==> src/hw/sirc_pkg.sv <==
// Shared constants and types for the SPI port with interrupt, buffer and reset control
package sirc_pkg;

    // Register byte offsets
    localparam logic [3:0] ADDR_CTRL   = 4'h0;
    localparam logic [3:0] ADDR_STAT   = 4'h4;
    localparam logic [3:0] ADDR_DATA   = 4'h8;

    // Control register fields
    localparam int CTRL_TIE  = 0;
    localparam int CTRL_PE   = 1;
    localparam int CTRL_WOM  = 2;
    localparam int CTRL_CPHA = 3;
    localparam int CTRL_CPOL = 4;
    localparam int CTRL_MST  = 5;
    localparam int CTRL_RIE  = 7;
    localparam logic [7:0] CTRL_WMASK = 8'hBF;
    localparam logic [7:0] RST_CTRL   = 8'h28;

    // Status and control register fields
    localparam int ST_BR_LO = 0;
    localparam int ST_BR_HI = 1;
    localparam int ST_MFE   = 2;
    localparam int ST_TEF   = 3;
    localparam int ST_MFF   = 4;
    localparam int ST_OVF   = 5;
    localparam int ST_EIE   = 6;
    localparam int ST_RXF   = 7;
    localparam logic [7:0] STAT_WMASK = 8'h47;
    localparam logic [7:0] RST_STAT   = 8'h08;

    // Half bit time in bus cycles for each baud select
    localparam logic [6:0] HALF_DIV2   = 7'h01;
    localparam logic [6:0] HALF_DIV8   = 7'h04;
    localparam logic [6:0] HALF_DIV32  = 7'h10;
    localparam logic [6:0] HALF_DIV128 = 7'h40;

    // Transfer counters
    localparam logic [3:0] LAST_EDGE = 4'hF;
    localparam logic [2:0] OVR_BIT   = 3'h1;

    // Synchronised pin lanes
    localparam int SYNC_W  = 4;
    localparam int SY_SCK  = 0;
    localparam int SY_SS   = 1;
    localparam int SY_MISO = 2;
    localparam int SY_MOSI = 3;

    typedef enum logic [1:0]
    {
        XF_IDLE  = 2'b01,
        XF_SHIFT = 2'b10
    } sirc_xfer_t;

    typedef struct packed
    {
        logic [7:0] ctrl;
        logic [7:0] stat;
        logic       rx_arm;
        logic       ov_arm;
        logic       mf_arm;
        logic [7:0] txbuf;
        logic [7:0] rxbuf;
        logic [7:0] sr;
        logic       ob;
        sirc_xfer_t xf;
        logic [3:0] hcnt;
        logic [2:0] scnt;
        logic       lost;
        logic [6:0] div;
        logic       sck_o;
        logic       sck_d;
        logic       ss_d;
        logic       ack;
        logic [7:0] rdata;
    } sirc_state_t;

    localparam sirc_state_t RST_STATE = '{ctrl: RST_CTRL, stat: RST_STAT, xf: XF_IDLE,
                                          ss_d: 1'b1, default: '0};

    typedef struct packed
    {
        logic [SYNC_W-1:0] s1;
        logic [SYNC_W-1:0] s2;
    } sirc_sync_t;

endpackage

==> src/hw/sirc_sync_if.sv <==
// Raw pin levels in, synchronised levels out
`timescale 1ns/100ps
interface sirc_sync_if;
    logic [sirc_pkg::SYNC_W-1:0] raw;
    logic [sirc_pkg::SYNC_W-1:0] sync;
    modport top  (output raw, input sync);
    modport core (input raw, output sync);
endinterface

==> src/hw/sirc_sync.sv <==
// Two flip-flop synchroniser for the serial pin inputs
`timescale 1ns/100ps
module sirc_sync
(
    input  wire logic     clk,
    input  wire logic     rst_n_b,
    sirc_sync_if.core     sy
);
    import sirc_pkg::*;

    sirc_sync_t c_r;
    sirc_sync_t c_nxt;

    always_comb
    begin
        c_nxt.s1 = sy.raw;
        c_nxt.s2 = c_r.s1;
    end

    always_ff @(posedge clk or negedge rst_n_b)
    begin
        if (!rst_n_b)
            c_r <= '0;
        else
            c_r <= c_nxt;
    end

    // Only the second stage is visible
    assign sy.sync = c_r.s2;

endmodule // sirc_sync

==> src/hw/sirc_top.sv <==
// Byte-wide SPI port: registers, shifter, flags, interrupts and pin control
`timescale 1ns/100ps

// Notes on behaviour
// - Transmit request whenever transmit-empty is set and its enable is 1.
// - Receive request from receive-full only with its enable and port enabled.
// - Overrun drives the error request when receive and error enables are 1.
// - Mode fault drives the error request with receive, error and fault enables.
// - Mode fault flag is never set while fault detection is disabled.
// - Receive-full sets when a finished byte enters the receive register.
// - Transmit-empty sets when a queued byte enters the shift register.
// - Data write clears transmit-empty; master sends it right after current transfer.
// - Status read with receive-full set, then data read, clears receive-full.
// - Slave with nothing queued resends the previous shift register contents.
// - Port disabled: transmit-empty set, transfer aborted, shifter cleared, pins released.
// - Control bits and receive, overrun, fault flags are kept when the port is disabled.
// - Master mode fault with detection enabled clears the port enable.
// - In wait the port runs, registers are closed, requests still wake.
// - In stop the port freezes; reset out of stop aborts everything.
// - Debug halt without break clear holds flags; pending two-step completes later.
// - Debug halt without break clear ignores data writes entirely.
// - Debug halt with break clear lets flags clear, and they stay cleared.
// - Slave output driven only as selected slave; otherwise released.
// - While enabled the port owns its serial pin directions.
// - Master shifts out on master-out while sampling master-in.
// - Wired-OR mode makes master-out open drain.
// - Unread receive byte at capture of bit 1 sets overrun; new byte dropped.
// - Master with fault detection sets mode fault while select is low.
module sirc_top
(
    input  wire logic        clk,
    input  wire logic        rst_b,
    input  wire logic [3:0]  avs_address,
    input  wire logic        avs_read,
    input  wire logic        avs_write,
    input  wire logic [31:0] avs_writedata,
    input  wire logic [3:0]  avs_byteenable,
    output logic      [31:0] avs_readdata,
    output logic             avs_waitrequest,
    input  wire logic        wait_mode,
    input  wire logic        stop_mode,
    input  wire logic        debug_halt,
    input  wire logic        break_clear_enable,
    input  wire logic        sck_in,
    output logic             sck_out,
    output logic             sck_oe_b,
    input  wire logic        mosi_in,
    output logic             mosi_out,
    output logic             mosi_oe_b,
    input  wire logic        miso_in,
    output logic             miso_out,
    output logic             miso_oe_b,
    input  wire logic        ss_b_in,
    output logic             pins_owned,
    output logic             tx_irq,
    output logic             rx_irq,
    output logic             err_irq
);
    import sirc_pkg::*;

    ////////////////////////////////////////////////////////////////////////////////
    // Reset release and pin synchronisers

    logic [1:0]  rs_r;
    logic        rst_sync_b;

    always_ff @(posedge clk or negedge rst_b)
    begin
        if (!rst_b)
            rs_r <= 2'h0;
        else
            rs_r <= {rs_r[0], 1'b1};
    end

    assign rst_sync_b = rs_r[1];

    sirc_sync_if sy ();

    assign sy.raw[SY_SCK]  = sck_in;
    assign sy.raw[SY_SS]   = ss_b_in;
    assign sy.raw[SY_MISO] = miso_in;
    assign sy.raw[SY_MOSI] = mosi_in;

    sirc_sync u_sync
    (
        .clk     (clk),
        .rst_n_b (rst_sync_b),
        .sy      (sy)
    );

    ////////////////////////////////////////////////////////////////////////////////
    // Next state

    sirc_state_t c_r;
    sirc_state_t c_nxt;

    logic        sck_s;
    logic        ss_s;
    logic        din;
    logic        rd;
    logic        wr;
    logic        acc_ok;
    logic        clr_ok;
    logic        mst_run;
    logic        slv_on;
    logic        tick;
    logic        sck_chg;
    logic        edge_go;
    logic        load;
    logic        mf_m;
    logic        mf_s;
    logic [6:0]  half;

    assign sck_s = sy.sync[SY_SCK];
    assign ss_s  = sy.sync[SY_SS];

    always_comb
    begin
        c_nxt   = c_r;
        rd      = avs_read & ~c_r.ack;
        wr      = avs_write & ~c_r.ack & avs_byteenable[0];
        acc_ok  = ~wait_mode;
        clr_ok  = ~debug_halt | break_clear_enable;
        mst_run = c_r.ctrl[CTRL_PE] & c_r.ctrl[CTRL_MST];
        slv_on  = c_r.ctrl[CTRL_PE] & ~c_r.ctrl[CTRL_MST];
        din     = c_r.ctrl[CTRL_MST] ? sy.sync[SY_MISO] : sy.sync[SY_MOSI];
        sck_chg = sck_s != c_r.sck_d;
        tick    = 1'b0;
        load    = 1'b0;
        edge_go = 1'b0;
        mf_m    = mst_run & c_r.stat[ST_MFE] & ~ss_s;
        mf_s    = slv_on & c_r.stat[ST_MFE] & (c_r.xf == XF_SHIFT) & ss_s;

        // One wait state per access; answer lands on the following edge
        c_nxt.ack   = (avs_read | avs_write) & ~c_r.ack;
        c_nxt.sck_d = sck_s;
        c_nxt.ss_d  = ss_s;

        // Register reads; closed in wait mode, answer is zero
        if (rd)
        begin
            c_nxt.rdata = 8'h00;
            if (acc_ok)
            begin
                if (avs_address == ADDR_CTRL)
                    c_nxt.rdata = c_r.ctrl;
                else if (avs_address == ADDR_STAT)
                begin
                    c_nxt.rdata  = c_r.stat;
                    c_nxt.rx_arm = c_r.rx_arm | c_r.stat[ST_RXF];
                    c_nxt.ov_arm = c_r.ov_arm | c_r.stat[ST_OVF];
                    c_nxt.mf_arm = c_r.mf_arm | c_r.stat[ST_MFF];
                end
                else if (avs_address == ADDR_DATA)
                begin
                    c_nxt.rdata = c_r.rxbuf;
                    if (clr_ok)
                    begin
                        if (c_r.rx_arm)
                            c_nxt.stat[ST_RXF] = 1'b0;
                        if (c_r.ov_arm)
                            c_nxt.stat[ST_OVF] = 1'b0;
                        c_nxt.rx_arm = 1'b0;
                        c_nxt.ov_arm = 1'b0;
                    end
                end
            end
        end

        // Register writes
        if (wr && acc_ok)
        begin
            if (avs_address == ADDR_CTRL)
            begin
                c_nxt.ctrl = avs_writedata[7:0] & CTRL_WMASK;
                if (c_r.mf_arm && clr_ok && !(mf_m || mf_s))
                begin
                    c_nxt.stat[ST_MFF] = 1'b0;
                    c_nxt.mf_arm       = 1'b0;
                end
            end
            else if (avs_address == ADDR_STAT)
                c_nxt.stat = (c_r.stat & ~STAT_WMASK) | (avs_writedata[7:0] & STAT_WMASK);
            else if (avs_address == ADDR_DATA && clr_ok)
            begin
                c_nxt.txbuf        = avs_writedata[7:0];
                c_nxt.stat[ST_TEF] = 1'b0;
            end
        end

        // Master bit-rate divider, free running while the master is enabled
        case (c_r.stat[ST_BR_HI:ST_BR_LO])
            2'h0:    half = HALF_DIV2;
            2'h1:    half = HALF_DIV8;
            2'h2:    half = HALF_DIV32;
            default: half = HALF_DIV128;
        endcase
        if (mst_run)
        begin
            if (c_r.div >= half - 7'h01)
            begin
                c_nxt.div = 7'h00;
                tick      = 1'b1;
            end
            else
                c_nxt.div = c_r.div + 7'h01;
        end

        // Transfer start
        case (c_r.xf)
            XF_IDLE:
            begin
                if (mst_run && tick && !c_r.stat[ST_TEF])
                    load = 1'b1;
                else if (slv_on && !ss_s && !c_r.ctrl[CTRL_CPHA] && c_r.ss_d)
                    load = 1'b1;
                else if (slv_on && !ss_s && c_r.ctrl[CTRL_CPHA] && sck_chg
                         && sck_s != c_r.ctrl[CTRL_CPOL])
                begin
                    load    = 1'b1;
                    edge_go = 1'b1;
                end
            end
            XF_SHIFT:
            begin
                if (mst_run)
                    edge_go = tick;
                else
                    edge_go = slv_on & ~ss_s & sck_chg;
            end
            default:
                c_nxt.xf = XF_IDLE;
        endcase

        if (load)
        begin
            // Without a fresh byte the shifter keeps its last contents
            if (!c_r.stat[ST_TEF])
            begin
                c_nxt.sr           = c_r.txbuf;
                c_nxt.stat[ST_TEF] = 1'b1;
            end
            c_nxt.ob   = c_nxt.sr[7];
            c_nxt.xf   = XF_SHIFT;
            c_nxt.hcnt = 4'h0;
            c_nxt.scnt = 3'h0;
            c_nxt.lost = 1'b0;
        end

        // One serial clock edge: sample on one parity, drive on the other
        if (edge_go)
        begin
            if (c_nxt.hcnt[0] == c_r.ctrl[CTRL_CPHA])
            begin
                if (c_nxt.scnt == OVR_BIT && c_nxt.stat[ST_RXF])
                begin
                    c_nxt.stat[ST_OVF] = 1'b1;
                    c_nxt.lost         = 1'b1;
                end
                c_nxt.sr   = {c_nxt.sr[6:0], din};
                c_nxt.scnt = c_nxt.scnt + 3'h1;
            end
            else
                c_nxt.ob = c_nxt.sr[7];
            if (c_r.ctrl[CTRL_MST])
                c_nxt.sck_o = ~c_nxt.sck_o;
            if (c_nxt.hcnt == LAST_EDGE)
            begin
                c_nxt.xf = XF_IDLE;
                if (!c_nxt.lost)
                begin
                    c_nxt.rxbuf        = c_nxt.sr;
                    c_nxt.stat[ST_RXF] = 1'b1;
                end
                c_nxt.lost = 1'b0;
            end
            else
                c_nxt.hcnt = c_nxt.hcnt + 4'h1;
        end

        // Mode faults; a deselected slave abandons its byte
        if (mf_m || mf_s)
            c_nxt.stat[ST_MFF] = 1'b1;
        if (mf_m)
            c_nxt.ctrl[CTRL_PE] = 1'b0;
        if (slv_on && ss_s && c_r.xf == XF_SHIFT)
            c_nxt.xf = XF_IDLE;

        // Partial reset while disabled; receive, overrun, fault flags and control bits survive
        if (!c_nxt.ctrl[CTRL_PE])
        begin
            c_nxt.stat[ST_TEF] = 1'b1;
            c_nxt.xf           = XF_IDLE;
            c_nxt.sr           = 8'h00;
            c_nxt.hcnt         = 4'h0;
            c_nxt.scnt         = 3'h0;
            c_nxt.lost         = 1'b0;
            c_nxt.div          = 7'h00;
        end
        if (c_nxt.xf == XF_IDLE)
            c_nxt.sck_o = c_nxt.ctrl[CTRL_CPOL];

        // Stop freezes everything, bus answer included
        if (stop_mode)
            c_nxt = c_r;
    end

    always_ff @(posedge clk or negedge rst_sync_b)
    begin
        if (!rst_sync_b)
            c_r <= RST_STATE;
        else
            c_r <= c_nxt;
    end

    ////////////////////////////////////////////////////////////////////////////////
    // Outputs

    assign avs_waitrequest = (avs_read | avs_write) & ~c_r.ack;
    assign avs_readdata    = {24'h00_0000, c_r.rdata};

    // Requests are plain levels so they also wake the core from wait
    assign tx_irq  = c_r.stat[ST_TEF] & c_r.ctrl[CTRL_TIE];
    assign rx_irq  = c_r.stat[ST_RXF] & c_r.ctrl[CTRL_RIE] & c_r.ctrl[CTRL_PE];
    assign err_irq = c_r.ctrl[CTRL_RIE] & c_r.stat[ST_EIE]
                   & (c_r.stat[ST_OVF]
                   | (c_r.stat[ST_MFF] & c_r.stat[ST_MFE]));

    // Open drain pins only ever pull low
    assign pins_owned = c_r.ctrl[CTRL_PE];
    assign sck_out    = c_r.sck_o;
    assign sck_oe_b   = ~mst_run | (c_r.ctrl[CTRL_WOM] & c_r.sck_o);
    assign mosi_out   = c_r.ob;
    assign mosi_oe_b  = ~mst_run | (c_r.ctrl[CTRL_WOM] & c_r.ob);
    assign miso_out   = c_r.ob;
    assign miso_oe_b  = ~(slv_on & ~ss_s) | (c_r.ctrl[CTRL_WOM] & c_r.ob);

endmodule // sirc_top

==> config.mk <==
export PLATFORM = sky130hd
export DESIGN_NAME = sirc_top
export DESIGN_NICKNAME = d
export VERILOG_FILES = /design/src/hw/sirc_pkg.sv /design/src/hw/sirc_sync_if.sv /design/src/hw/sirc_sync.sv /design/src/hw/sirc_top.sv
export SDC_FILE = /design/constraint.sdc
export NUM_CORES = 1
export LEC_CHECK = 0
export BUFFER_PORTS_ARGS = -buffer_cell sky130_fd_sc_hd__buf_2
export CAP_MARGIN = 5
export CORE_MARGIN = 2
export CORE_UTILIZATION = 25
export DETAILED_ROUTE_END_ITERATION = 8
export PLACE_DENSITY_LB_ADDON = 0.25
export SYNTH_ARGS = -nofsm -noshare
export SYNTH_HDL_FRONTEND = slang
export SYNTH_SLANG_ARGS = --single-unit
==> constraint.sdc <==
create_clock -name clk -period 3.4 [get_ports clk]
set_clock_uncertainty 0.05 [all_clocks]
set_input_delay 0.68 -clock clk [delete_from_list [all_inputs] [get_ports clk]]
set_output_delay 0.68 -clock clk [all_outputs]
set_load 0.01 [all_outputs]
# Word level (Yosys, flattened, before mapping)
# Cells that the tools add are included.
# W data, S select, Z words.
# classes
addsub	4
order_cmp	1
eq_ne	14
muxes	84
n_bitwise	43
n_reduce_logical	38
# ops
cell	count
$mux W8	10
$mux W1	51
$mux W19	2
$and A1 B1 Y1	21
$pmux W7 S3	1
$mux W4	5
$mux W17	1
$logic_and A1 B1 Y1	15
$mux W7	2
$mux W13	1
$mux W2	6
$not A1 Y1	12
$reduce_and A4 Y1	3
$reduce_bool A2 Y1	5
$mux W9	1
$or A1 B1 Y1	9
$eq A4 B4 Y1 const B	2
$or A8 B7 Y8	1
$add A7 B1 Y7 const B	1
$ge A7 B7 Y1	1
$sub A7 B1 Y7 const B	1
$eq A2 B1 Y1 const B	3
$mux W3	2
$reduce_and A3 Y1	2
other kinds (20)	26
# totals
reg_bits	82
input_bits	52
output_inout_bits	43
word_cells	209

# Longest topological paths before layout
# logic_depth
ltp_word	23
depth_mapped	14
depth_no_buf	13

# By module
# A second synthesis with hierarchy kept.
# hier_totals
hier_cells	534
area_unflattened_um2	5018.6
# by_module_without_submodules
module	n_inst	cells_per_inst	area_each_um2	seq_area_each_um2
sirc_top	1	526	4818.4	1858.0
sirc_sync	1	8	200.2	200.2

# Worst setup path before layout
# No wires, ideal clock.
# synth_path
path_type	register to register
startpoint	reg c_r[57] (netlist bit)
endpoint	reg c_r[39] (netlist bit)
setup_ns	0.125
t_arrival_ns	3.445
t_required_ns	3.225
slack_ns	-0.219
stages_incl_launch_ff	14
n_path_buf	1
period_less_slack_ns	3.619
cell_sequence	dfrtp_1 or2_2 ha_1 nand2b_1 a311oi_2 nor4_4 or2_1 buf_4 nor2_1 ha_1 and3_1 nand2_1 a2111oi_4 mux2_2
# synth_via
elab_chain_cells	18
word_cells_on_any_way	26
cone_classes	add/sub (1); order compare (1); eq/ne (5); mux (13); bitwise (1); reduce/logical (5)
# synth_rtl
item	line_no	text
start: declaration	sirc_top.sv:94	sirc_state_t c_r;
start signal: assignment	sirc_top.sv:313	c_r <= c_nxt;
$eq A2 B2 Y1, or another cell as far along	sirc_top.sv:192	case (c_r.stat[ST_BR_HI:ST_BR_LO])
$pmux W7 S3 *	sirc_top.sv:192	
$sub A7 B1 Y7 *	sirc_top.sv:200	if (c_r.div >= half - 7'h01)
$ge A7 B7 Y1 *	sirc_top.sv:200	
$mux W1 *	sirc_top.sv:200	
$mux W1 *	sirc_top.sv:198	if (mst_run)
$logic_and A1 B1 Y1 (2 in a row)	sirc_top.sv:213	if (mst_run && tick && !c_r.stat[ST_TEF])
$mux W1	sirc_top.sv:213	
$mux W1	sirc_top.sv:210	case (c_r.xf)
$mux W19	sirc_top.sv:235	if (load)
$eq A3 B1 Y1	sirc_top.sv:255	if (c_nxt.scnt == OVR_BIT && c_nxt.stat[ST_RXF])
$logic_and A1 B1 Y1	sirc_top.sv:255	
$mux W1	sirc_top.sv:255	
$mux W4	sirc_top.sv:253	if (c_nxt.hcnt[0] == c_r.ctrl[CTRL_CPHA])
$mux W4	sirc_top.sv:251	if (edge_go)
$not A1 Y1 (no line)	--	
$reduce_and A4 Y1 (no line)	--	
# Mark *: on every way between the ends. The rest lies on a longest branch, timed or not. The select of a mux whose other input is x is not followed.
# A chain may end at the register's enable or synchronous reset.

# Final worst setup path
# layout_path
startpoint	reg c_r[57] (netlist bit)
endpoint	reg c_r[41] (netlist bit)
# The elaborated chain is that of the path after synthesis.

==> impl_metrics.py <==
metrics = {
    "clock_network": {
        "numCtsBuffers": 9,
        "clock_latency_ns": 0.35,
        "clkSlewWorstSetupHoldPaths_ns": 0.07,
        "clock-sinks": 82,
        "cts_tree": "yes",
        "cts-htree-levels": 3,
        "root_buffer": "clkbuf_16",
        "clock_path_buffers": 2,
    },
    "floorplanning": {
        "start_util": 0.257,
        "die_h_um": 143,
        "rows": 50,
        "die_area_um2": 20500,
        "coreArea_um2": 18900,
        "io_pins": 95,
        "die_w_um": 143,
    },
    "sta": {
        "period_needed_ns": 3.28,
        "slew_headroom": 0.270,
        "finalCritPeriodShare": 0.966,
        "finalSetupTns_ns": 0,
        "setup_violations": 0,
        "max_freq_mhz": 305,
        "holdWs_ns": 0.0477,
        "worst_slew_pin_slew_ns": 1.10,
        "rsz0062_at_grt": "true",
        "slew_viol_final": 0,
        "finalHoldViolations": 0,
    },
    "yosys": {
        "yosys.area.top_type_share": 0.397,
        "synth_flop_cell": "dfrtp_1",
        "ys_ff_latch": 82,
        "synth_area_leaders": "dfrtp_1 (40%), mux2_2 (6.7%), mux2i_1 (5.4%)",
        "yosysTopAreaCell": "dfrtp_1",
        "syn-cell-area_um2": 4850,
        "ys.warnings.count": 0,
        "syn_area_per_cell_um2": 9.79,
        "seq_area_frac_synth": 0.424,
        "async_reset_ff_frac": 1.00,
        "syn_inst": 496,
        "ys_types": 67,
        "synth-edff-count": 0,
    },
    "global_routing": {
        "grt_pass1_wl_mm": 21.4,
        "overflow": 0,
        "grt_pass1_vias": 3780,
        "antenna_found_initial": 1,
        "grt_usage": 0.138,
        "grt_start_max_net_pins": 81,
    },
    "setup_path": {
        "crit_arrival_ns": 3.48,
        "end_kind": "flip-flop",
        "cp-start-kind": "flip-flop",
        "crit_type": "flip-flop to flip-flop",
        "path_max_fanout": 8,
        "critPathRequiredTime_ns": 3.59,
    },
    "detailed_routing": {
        "post_drt_wl_per_cell_um": 16.5,
        "ant_nets": 0,
        "dr.pass1.iters": 4,
        "routed_wl_mm": 13.9,
        "drt_iter0_drc": 239,
        "vias": 3951,
        "drc": 0,
        "vias_per_cell": 4.70,
    },
    "cells_and_area": {
        "drive_gt1_frac": 0.307,
        "layout.cells.most_common_list": "dfrtp_1 (74), buf_4 (46), nand2_1 (44)",
        "fill_cells": 1945,
        "final_common_cell": "dfrtp_1",
        "num_antenna_cells": 0,
        "areaGrowthSynthToFinish_pct": 24.3,
        "nNetsFinal": 639,
    },
    "power": {
        "finalPower_mw": 2.43,
        "power_density_nw_per_um2": 403,
        "leakagePower_nw": 2.66,
        "ir_drop_mv": 0.237,
    },
    "status": {
        "status": "complete, no violations",
    },
    "placed_design": {
        "gp_congestion": 0.851,
        "dp_hpwl_mm": 10.3,
        "io_buffers": 43,
    },
    "run": {
        "max-cap-violations": 0,
    },
    "min_path": {
        "hold_class": "primary input to async pin",
    },
}
-- path summary, 6_finish.rpt --
kind | start | end | slack (ns) | cells after the start
worst max-delay path | c_r[57] | c_r[41] | 0.12 | 15
min in group clk | u_sync.c_nxt[0] | u_sync.sy.sync[0] | 0.30 | 0
worst min register to register | u_sync.c_nxt[0] | u_sync.sy.sync[0] | 0.30 | 0
max in group asynchronous | rs_r[1] | c_r[58] | 2.03 | 0
worst min-delay path | rst_b | rs_r[1] | 0.05 | 1
worst max register to register | c_r[57] | c_r[41] | 0.12 | 15
-- sequential cells by signal (all words and copies together), names as in the netlist --
register	count
u_sync.c_nxt	4
sck_out	1
rs_r	2
pins_owned	1
c_r	61
miso_out	1
u_sync.sy.sync	4
avs_readdata	8
-- cell type report --
| class | instances | area (um2) | share of cell area |
|---|---|---|---|
| clock buffers | 9 | 225 | 0.0373 |
| clock inverters | 7 | 60.1 | 0.00996 |
| inverters | 25 | 93.8 | 0.0156 |
| multi-input cells | 365 | 2670 | 0.442 |
| flip-flops and latches | 82 | 2060 | 0.342 |
| well taps | 260 | 325 | 0.0539 |
| repair buffers | 92 | 594 | 0.0985 |
-- critical path: stages (launching register included) --
cell       delay, ns
dfrtp_2         0.46
or2_4           0.27
ha_4            0.21
nand2b_4        0.15
a311oi_4        0.31
nor4_4          0.09
nor2_4          0.18
buf_6           0.12
nand2_4         0.05
ha_4            0.15
nand2_2         0.06
a41oi_2         0.04
buf_4           0.16
a2111oi_4       0.36
buf_6           0.21
mux2_4          0.31
-- synthesized netlist by cell type, types with 7 or more instances --
master / number
nor3_1: 10
nor2b_1: 13
mux2i_1: 26
a21oi_1: 10
ha_1: 12
nand2b_1: 13
o31ai_1: 7
nand3_1: 8
nand2_1: 49
o21ai_0: 37
clkbuf_1: 10
mux2_2: 29
inv_1: 25
buf_4: 34
nor2_1: 30
dfrtp_1: 77
-- layer usage --
metal | part of all wire | GRT usage
met4 | 0.014 | 0.0418
met1 | 0.48 | 0.185
met5 | 0.0010 | 0
met2 | 0.46 | 0.223
met3 | 0.040 | 0.0303
-- power by group --
group	total, mW	switching [mW]	internal, mW
Clock	0.956	0.448	0.508
Combinational	0.377	0.217	0.161
Sequential	1.10	0.0699	1.03
-- cells by family after synthesis --
group | count (synthesis) | share of synthesized area
simple gates | 159 | 0.169
compound gates | 110 | 0.162
flops | 82 | 0.424
buf+inv | 73 | 0.0832
mux | 56 | 0.126
fa+ha+maj | 12 | 0.0309
other cells | 2 | 0.00155
xor+xnor | 2 | 0.00361
-- stage by stage --
step | area, um2 | instances | setup WS [ns] | util
after floorplan | 5020 | 520 | 0.0117 | -
after global placement | 5560 | 816 | 0.0114 | 0.294
after detailed placement | 5560 | 816 | -0.0381 | 0.294
after CTS | 5890 | 837 | 0.00787 | 0.312
after global routing | 6030 | 840 | -0.00699 | 0.319
final | 6030 | 840 | 0.117 | 0.319
-- what timing repair did --
action / in CTS / in global routing
pin swaps: 5 / 10
hold buffers: 0 / 0
setup buffers: 5 / 3
gates resized for setup: 5 / 22
setup endpoints to repair: 7 / 10
cloned: 0 / 0
Note: power is estimated with default switching activity, not from simulation.
